**src/bfps_pkg.sv**
```systemverilog
//----------------------------------------------------------------------------
// Purpose: Shared constants and types for the buck fault-protection sequencer
// Assumes: 100 MHz clk, 4 us protection timebase
// Notes:   All delays are counted in timebase ticks except the tick itself
//----------------------------------------------------------------------------
package bfps_pkg;

    //------------------------------------------------------------------------
    // Clock and timebase
    //------------------------------------------------------------------------
    localparam int CLK_PERIOD_NS = 10;
    localparam int TICK_NS = 4000;
    localparam int TICK_CYCLES = TICK_NS / CLK_PERIOD_NS;
    localparam int TICK_US = TICK_NS / 1000;

    //------------------------------------------------------------------------
    // Protection delays, printed units then tick counts
    //------------------------------------------------------------------------
    localparam int UV_DELAY_US = 1000;
    localparam int UV_DELAY_TICKS = UV_DELAY_US / TICK_US;
    localparam int UV_ARM_US = 1500;
    localparam int UV_ARM_TICKS = UV_ARM_US / TICK_US;
    localparam int SS_BASE_US = 700;
    localparam int SS_BASE_TICKS = SS_BASE_US / TICK_US;
    localparam int HIC_BASE = 257;
    localparam int HIC_EXP_MIN = 8;
    localparam int HIC_DELAY_MULT = 7;

    //------------------------------------------------------------------------
    // Synchronised input vector layout
    //------------------------------------------------------------------------
    localparam int SYNC_W = 10;
    localparam int IN_OCP = 0;
    localparam int IN_UV = 1;
    localparam int IN_OV = 2;
    localparam int IN_ROV = 3;
    localparam int IN_LOCK = 4;
    localparam int IN_HOT = 5;
    localparam int IN_PWM = 6;
    localparam int IN_ONDONE = 7;
    localparam int IN_SEL = 8;

    localparam int CNT_W = 16;
    localparam int UVC_W = 8;

    typedef enum logic [2:0] {
        ST_INIT,
        ST_SOFT,
        ST_RUN,
        ST_HICCUP,
        ST_OV_DISCH,
        ST_LATCH,
        ST_STOP
    } bfps_state_t;

endpackage

```
**src/bfps_tick_if.sv**
```systemverilog
//----------------------------------------------------------------------------
// Purpose: Carries the protection timebase tick between modules
// Assumes: Single clock domain
// Notes:   tick is a one-cycle pulse
//----------------------------------------------------------------------------
`timescale 1ns/10ps
interface bfps_tick_if;
    logic tick;
    modport src (output tick);
    modport snk (input tick);
endinterface

```
**src/bfps_sequencer.sv**
```systemverilog
//----------------------------------------------------------------------------
// Purpose: Fault-protection sequencer and gate-drive enable control
// Assumes: Comparator results arrive asynchronously and are synchronised here
// Notes:   Inputs pass two flip-flops; drives are registered
// Functional notes
// - Overcurrent in off state blocks high-side turn-on
// - Overcurrent compared only during the off state
// - Sustained overcurrent undervoltage leads to repeating hiccup
// - Hiccup wait is 2^n plus 257 ticks
// - Hiccup delay equals seven hiccup wait intervals
// - Undervoltage input starts the undervoltage delay counter
// - Undervoltage held 1 ms latches both drives off
// - After undervoltage latch-off wait hiccup delay, restart
// - Undervoltage armed 1.5 ms after soft-start completes
// - Overvoltage latches high-side off, low-side on
// - Low-side held until undervoltage 1 ms, then off
// - Redundant overvoltage sense acts like overvoltage
// - Supply lockout stops drives, clears itself on recovery
// - Thermal shutdown stops drives, clears itself when cool
// - Pulse-width comparator sets high-side turn-on, gated by overcurrent
// - Four soft-start codes also pick hiccup exponent
//----------------------------------------------------------------------------
`timescale 1ns/10ps
module bfps_sequencer #(
    parameter int TICK_CYCLES = bfps_pkg::TICK_CYCLES
) (
    // Clock and reset
    input wire logic clk,
    input wire logic reset,
    // Protection comparators, asynchronous
    input wire logic overcurrent_protect,
    input wire logic undervoltage_protect,
    input wire logic overvoltage_protect,
    input wire logic redundant_overvoltage_sense,
    input wire logic supply_lockout,
    input wire logic thermal_hot,
    // Switching control, asynchronous
    input wire logic pwm_set,
    input wire logic on_time_done,
    input wire logic [1:0] soft_start_sel,
    // Gate drives and status
    output logic high_side_en,
    output logic low_side_en,
    output logic soft_start_ramp,
    output logic fault_latched
);
    //------------------------------------------------------------------------
    // State
    //------------------------------------------------------------------------
    typedef struct packed {
        logic [bfps_pkg::SYNC_W-1:0] sync1;
        logic [bfps_pkg::SYNC_W-1:0] sync2;
        bfps_pkg::bfps_state_t state;
        logic on_phase;
        logic armed;
        logic [1:0] ss_sel;
        logic [bfps_pkg::CNT_W-1:0] cnt;
        logic [bfps_pkg::UVC_W-1:0] uv_cnt;
        logic hs;
        logic ls;
    } bfps_main_t;

    bfps_main_t s_r;
    bfps_main_t s_nxt;
    bfps_tick_if tbi ();

    bfps_timebase #(.TICK_CYCLES(TICK_CYCLES)) u_timebase (
        .clk(clk),
        .reset(reset),
        .tb(tbi.src)
    );

    //------------------------------------------------------------------------
    // Decoded synchronised inputs
    //------------------------------------------------------------------------
    logic tick;
    logic ocp_s;
    logic uv_s;
    logic ov_s;
    logic shut_s;
    logic pwm_s;
    logic ondone_s;
    logic switching;
    logic [bfps_pkg::CNT_W-1:0] hic_len;
    logic [bfps_pkg::CNT_W-1:0] ss_len;

    assign tick = tbi.tick;
    assign ocp_s = s_r.sync2[bfps_pkg::IN_OCP];
    assign uv_s = s_r.sync2[bfps_pkg::IN_UV];
    // Either sense path triggers the same discharge
    assign ov_s = s_r.sync2[bfps_pkg::IN_OV] | s_r.sync2[bfps_pkg::IN_ROV];
    assign shut_s = s_r.sync2[bfps_pkg::IN_LOCK] | s_r.sync2[bfps_pkg::IN_HOT];
    assign pwm_s = s_r.sync2[bfps_pkg::IN_PWM];
    assign ondone_s = s_r.sync2[bfps_pkg::IN_ONDONE];
    assign switching = (s_r.state == bfps_pkg::ST_SOFT) || (s_r.state == bfps_pkg::ST_RUN);

    // Seven wait intervals of (2^n + 257) ticks, n = 8 + code
    assign hic_len = bfps_pkg::CNT_W'(bfps_pkg::HIC_DELAY_MULT *
        ((1 << (bfps_pkg::HIC_EXP_MIN + int'(s_r.ss_sel))) + bfps_pkg::HIC_BASE));
    // Ramp time doubles with each code
    assign ss_len = bfps_pkg::CNT_W'(bfps_pkg::SS_BASE_TICKS << s_r.ss_sel);

    //------------------------------------------------------------------------
    // Next-state logic
    //------------------------------------------------------------------------
    always_comb begin
        s_nxt = s_r;
        s_nxt.sync1 = {soft_start_sel, on_time_done, pwm_set, thermal_hot, supply_lockout,
            redundant_overvoltage_sense, overvoltage_protect, undervoltage_protect,
            overcurrent_protect};
        s_nxt.sync2 = s_r.sync1;

        // Cycle-by-cycle switching; current looked at only while off
        if (switching) begin
            if (s_r.on_phase) begin
                if (ondone_s) begin
                    s_nxt.on_phase = 1'b0;
                end
            end else if (pwm_s && !ocp_s) begin
                s_nxt.on_phase = 1'b1;
            end
        end else begin
            s_nxt.on_phase = 1'b0;
        end

        case (s_r.state)
            bfps_pkg::ST_INIT: begin
                // Code is sampled once per start so a restart picks up changes
                s_nxt.ss_sel = s_r.sync2[bfps_pkg::IN_SEL +: 2];
                s_nxt.cnt = '0;
                s_nxt.uv_cnt = '0;
                s_nxt.armed = 1'b0;
                s_nxt.state = bfps_pkg::ST_SOFT;
            end
            bfps_pkg::ST_SOFT: begin
                if (tick) begin
                    if (s_r.cnt == ss_len - 16'h0001) begin
                        s_nxt.cnt = '0;
                        s_nxt.state = bfps_pkg::ST_RUN;
                    end else begin
                        s_nxt.cnt = s_r.cnt + 16'h0001;
                    end
                end
            end
            bfps_pkg::ST_RUN: begin
                // Undervoltage stays ignored until the arming delay has passed
                if (!s_r.armed) begin
                    if (tick) begin
                        if (s_r.cnt == bfps_pkg::CNT_W'(bfps_pkg::UV_ARM_TICKS - 1)) begin
                            s_nxt.armed = 1'b1;
                            s_nxt.cnt = '0;
                        end else begin
                            s_nxt.cnt = s_r.cnt + 16'h0001;
                        end
                    end
                end else if (uv_s) begin
                    if (tick) begin
                        if (s_r.uv_cnt == bfps_pkg::UVC_W'(bfps_pkg::UV_DELAY_TICKS - 1)) begin
                            s_nxt.uv_cnt = '0;
                            s_nxt.cnt = '0;
                            s_nxt.state = bfps_pkg::ST_HICCUP;
                        end else begin
                            s_nxt.uv_cnt = s_r.uv_cnt + 8'h01;
                        end
                    end
                end else begin
                    s_nxt.uv_cnt = '0;
                end
            end
            bfps_pkg::ST_HICCUP: begin
                if (tick) begin
                    if (s_r.cnt == hic_len - 16'h0001) begin
                        s_nxt.state = bfps_pkg::ST_INIT;
                    end else begin
                        s_nxt.cnt = s_r.cnt + 16'h0001;
                    end
                end
            end
            bfps_pkg::ST_OV_DISCH: begin
                // Discharge continues until the output has sat low for the delay
                if (uv_s) begin
                    if (tick) begin
                        if (s_r.uv_cnt == bfps_pkg::UVC_W'(bfps_pkg::UV_DELAY_TICKS - 1)) begin
                            s_nxt.state = bfps_pkg::ST_LATCH;
                        end else begin
                            s_nxt.uv_cnt = s_r.uv_cnt + 8'h01;
                        end
                    end
                end else begin
                    s_nxt.uv_cnt = '0;
                end
            end
            bfps_pkg::ST_LATCH: begin
                // Only a power-on reset leaves the latched-off state
                s_nxt.state = bfps_pkg::ST_LATCH;
            end
            bfps_pkg::ST_STOP: begin
                if (!shut_s) begin
                    s_nxt.state = bfps_pkg::ST_INIT;
                end
            end
            default: begin
                s_nxt.state = bfps_pkg::ST_INIT;
            end
        endcase

        // Overvoltage takes over any switching state
        if (switching && ov_s) begin
            s_nxt.uv_cnt = '0;
            s_nxt.state = bfps_pkg::ST_OV_DISCH;
        end

        // Lockout and thermal win over everything but the overvoltage latch
        if (shut_s && (s_r.state != bfps_pkg::ST_LATCH)) begin
            s_nxt.state = bfps_pkg::ST_STOP;
        end

        // Drives follow the next state so faults cut them in one cycle
        s_nxt.hs = 1'b0;
        s_nxt.ls = 1'b0;
        if ((s_nxt.state == bfps_pkg::ST_SOFT) || (s_nxt.state == bfps_pkg::ST_RUN)) begin
            s_nxt.hs = s_nxt.on_phase;
            s_nxt.ls = !s_nxt.on_phase;
        end else if (s_nxt.state == bfps_pkg::ST_OV_DISCH) begin
            s_nxt.ls = 1'b1;
        end
    end

    always_ff @(posedge clk) begin
        if (reset) begin
            s_r <= '0;
            // Synchronisers keep sampling so the start-up code is valid at release
            s_r.sync1 <= s_nxt.sync1;
            s_r.sync2 <= s_nxt.sync2;
        end else begin
            s_r <= s_nxt;
        end
    end

    //------------------------------------------------------------------------
    // Outputs
    //------------------------------------------------------------------------
    assign high_side_en = s_r.hs;
    assign low_side_en = s_r.ls;
    assign soft_start_ramp = (s_r.state == bfps_pkg::ST_SOFT);
    assign fault_latched = (s_r.state == bfps_pkg::ST_LATCH);
endmodule

```
**src/bfps_timebase.sv**
```systemverilog
//----------------------------------------------------------------------------
// Purpose: Divides clk into the periodic protection tick
// Assumes: TICK_CYCLES >= 2
// Notes:   Tick is registered, one cycle wide
//----------------------------------------------------------------------------
`timescale 1ns/10ps
module bfps_timebase #(
    parameter int TICK_CYCLES = bfps_pkg::TICK_CYCLES
) (
    // Clock and reset
    input wire logic clk,
    input wire logic reset,
    // Tick out
    bfps_tick_if.src tb
);
    typedef struct packed {
        logic [bfps_pkg::CNT_W-1:0] cnt;
        logic tick;
    } bfps_tb_t;

    bfps_tb_t s_r;
    bfps_tb_t s_nxt;

    always_comb begin
        s_nxt = s_r;
        s_nxt.tick = 1'b0;
        if (s_r.cnt == bfps_pkg::CNT_W'(TICK_CYCLES - 1)) begin
            s_nxt.cnt = '0;
            s_nxt.tick = 1'b1;
        end else begin
            s_nxt.cnt = s_r.cnt + 16'h0001;
        end
    end

    always_ff @(posedge clk) begin
        if (reset) begin
            s_r <= '0;
        end else begin
            s_r <= s_nxt;
        end
    end

    assign tb.tick = s_r.tick;
endmodule
```
**config.mk**
```make
export PLATFORM = sky130hd
export DESIGN_NAME = bfps_sequencer
export DESIGN_NICKNAME = d
export VERILOG_FILES = /design/src/bfps_pkg.sv /design/src/bfps_tick_if.sv /design/src/bfps_sequencer.sv /design/src/bfps_timebase.sv
export SDC_FILE = /design/constraint.sdc
export NUM_CORES = 1
export LEC_CHECK = 0
export BUFFER_PORTS_ARGS = -buffer_cell sky130_fd_sc_hd__buf_2
export CORE_UTILIZATION = 55
export DETAILED_ROUTE_END_ITERATION = 8
export HOLD_SLACK_MARGIN = 0.03
export PLACE_DENSITY = 0.78
export SYNTH_ARGS = -nofsm -noshare
export SYNTH_HDL_FRONTEND = slang
export SYNTH_SLANG_ARGS = --single-unit
```
**constraint.sdc**
```tcl
create_clock -name clk -period 3.5 [get_ports clk]
set_input_delay 0.175 -clock clk [delete_from_list [all_inputs] [get_ports clk]]
set_output_delay 0.175 -clock clk [all_outputs]
set_load 0.05 [all_outputs]
```
==> results.sh <==
export IMPL_status="completed"
export IMPL_grt_pass1_vias=2385
export IMPL_arrival_ps=3450
export IMPL_synth_async_reset_ratio_pct=0
export IMPL_timing_hold_ws_ps=204.1
export IMPL_ioPinCount=16
export IMPL_fin_skew_ps=6.739
export IMPL_endpoint_kind="flip-flop"
export IMPL_layout_drive_gt1_share_pct=10.31
export IMPL_rrSetupSlack_ps=270
export IMPL_fmax_mhz=309.8
export IMPL_synth_top_area_share_pct=40.65
export IMPL_fin_util_pct=65.16
export IMPL_rsz0062_at_grt="false"
export IMPL_cts_root_buffer="clkbuf_8"
export IMPL_fin_crit_sh_pct=92.21
export IMPL_grt_max_degree=20
export IMPL_period_minus_slack_ps=3228
export IMPL_final_area_mm2=0.003904
export IMPL_worst_pin_slew_ps=709.5
export IMPL_gr_total_overflow=0
export IMPL_postPlaceCellArea_mm2=0.003587
export IMPL_tritoncts="yes"
export IMPL_p_per_area_mw_per_mm2=437.6
export IMPL_drtAntennaViolNets=0
export IMPL_portBuffers=15
export IMPL_crit_type="flip-flop to flip-flop"
export IMPL_maxCapViolCount=0
export IMPL_core_area_mm2=0.005991
export IMPL_synth_seq_cells=70
export IMPL_setup_ws_ps=272.5
export IMPL_hold_violations=0
export IMPL_ys_top_cells_by_area="dfxtp_1 41%, xor2_1 9.4%, nor2_1 7.1%, ha_1 6.5%, xnor2_1 3.6%"
export IMPL_worstReg2RegStart="s_r[26]"
export IMPL_leakage_nw=1.566
export IMPL_synthCells=387
export IMPL_netlist_top_cell_by_area="dfxtp_1"
export IMPL_clk_pin_slew_ps=70
export IMPL_synthTopCellsByCount="70 x dfxtp_1, 65 x nor2_1, 37 x xor2_1"
export IMPL_yosysWarnings=0
export IMPL_drt_iter0_markers=185
export IMPL_reg2reg_depth=15
export IMPL_start_util_pct=57.54
export IMPL_vdd_drop_max_mv=0.3364
export IMPL_slew_headroom_pct=52.58
export IMPL_ys_seq_area_share_pct=40.65
export IMPL_multiInputGateArea_mm2=0.001927
export IMPL_syn_area_per_cell_um2=8.907
export IMPL_areaGrowthSynthToFinish_pct=13.25
export IMPL_critPathRequiredTime_ps=3720
export IMPL_nFillCells=482
export IMPL_maxSlewViolCount=0
export IMPL_r2r_end="s_r[18]"
export IMPL_die_y_um=81.17
export IMPL_route_vias_total=2669
export IMPL_grtUsageTotal_pct=21.15
export IMPL_cp_startpoint="s_r[26]"
export IMPL_wire_per_inst_um=12.91
export IMPL_post_cts_buffers=0
export IMPL_std_cell_rows=28
export IMPL_drc_errors=0
export IMPL_die_area_mm2=0.006588
export IMPL_crit_fanout=17
export IMPL_synthesis_nets=417
export IMPL_endpoint="s_r[18]"
export IMPL_cts_buffer_depth=2
export IMPL_hold_class="input port to flip-flop"
export IMPL_die_w_um=81.17
export IMPL_yosysMostFrequentCell="dfxtp_1"
export IMPL_antenna_found_initial=0
export IMPL_firstDrtPassIters=5
export IMPL_viasPerCell=5.425
export IMPL_setup_viol=0
export IMPL_place_congestion=0.8566
export IMPL_dpl_hpwl_um=4480
export IMPL_ys_flop_type="dfxtp_1"
export IMPL_final_nets=444
export IMPL_post_place_ws_ps=137.5
export IMPL_htree_levels=3
export IMPL_seqCellArea_mm2=0.001404
export IMPL_placed_cells=468
export IMPL_cts_sinks=70
export IMPL_grt_pass1_wl_um=10560
export IMPL_clock_latency_ps=330
export IMPL_synth_edf_count=0
export IMPL_finalNonFillerCells=492
export IMPL_cts_buffers=9
export IMPL_power_total_mw=1.708
export IMPL_wirelength_um=6350
export IMPL_antenna_cells=0
export IMPL_syn_area_mm2=0.003447
export IMPL_fin_setup_tns_ps=0
export IMPL_cp_start_kind="flip-flop"
export IMPL_ys_types=55
[cell type report]
type	instances	share of cell area, %
clock inverters	4	1.859
repair buffers	30	5.545
inverters	14	1.346
clock buffers	10	3.526
well taps	75	2.404
multi-input cells	289	49.36
flip-flops and latches	70	35.96
[worst min-delay path by stage]
stage,start,end,depth (start not counted)
2_1_floorplan,overcurrent_protect,s_nxt[33],0
3_3_place_gp,overcurrent_protect,s_nxt[33],1
3_5_place_dp,on_time_done,s_nxt[40],1
4_1_cts,reset,s_r[31],2
5_1_grt,reset,s_r[29],2
6_report,reset,s_r[29],2
[timing repair]
item / CTS / global route
hold buffers: 10 / 0
endpoints found under the setup margin: 0 / 17
hold endpoints to repair: 10 / 0
resized for setup: 0 / 4
[kinds of logic after synthesis]
family	synth area share, %
simple gates	24.47
flops	40.65
xor+xnor	12.96
compound gates	11.07
buf+inv	3.448
fa+ha+maj	6.534
mux	0.8712
[routing by layer]
layer / track usage [%] / wire length (um) / up-vias
li1: - / - / 1385
met5: 0 / 0 / -
met4: 8.214 / 67 / 0
met1: 26.91 / 3006 / 1212
met3: 6.067 / 324 / 4
met2: 33.61 / 2951 / 68
[placed cells by master, fill, tap and decap left out, types with 7 or more instances in the layout]
cell type | netlist | routed
a21oi_1 | 9 | 9
nand3_1 | 15 | 15
dfxtp_1 | 70 | 68
dlygate4sd3_1 | 0 | 10
inv_1 | 14 | 14
nand2_1 | 21 | 21
clkbuf_8 | 0 | 10
nor2_1 | 65 | 65
nor3_1 | 11 | 11
buf_2 | 1 | 15
o21ai_0 | 8 | 7
xnor2_1 | 14 | 14
xor2_1 | 37 | 37
nand4_1 | 16 | 16
ha_1 | 18 | 18
and3_1 | 13 | 13
[registers in the layout, indices dropped and copies added (netlist names)]
name / cells
s_nxt: 10
s_r: 38
u_timebase.s_r: 16
pwm_s: 1
ondone_s: 1
high_side_en: 1
low_side_en: 1
u_timebase.tb.tick: 1
ocp_s: 1
[power breakdown]
| part | switching, mW | leakage (nW) | internal [mW] |
|---|---|---|---|
| sequential | 0.0251 | 0.575 | 0.821 |
| combinational | 0.0987 | 0.888 | 0.0792 |
| clock | 0.273 | 0.104 | 0.411 |
| total | 0.397 | 1.57 | 1.31 |
[critical path, stage by stage, from the launching register on]
cell	delay, ps
dfxtp_2	370
inv_1	90
ha_1	220
ha_1	290
inv_1	90
xnor2_1	120
nor2_1	50
ha_1	310
xnor2_1	150
or3_4	350
a2111oi_4	370
a311oi_4	160
buf_6	200
nand4_1	110
xor2_1	170
nor2_1	50
(Power assumes the default switching activity.)
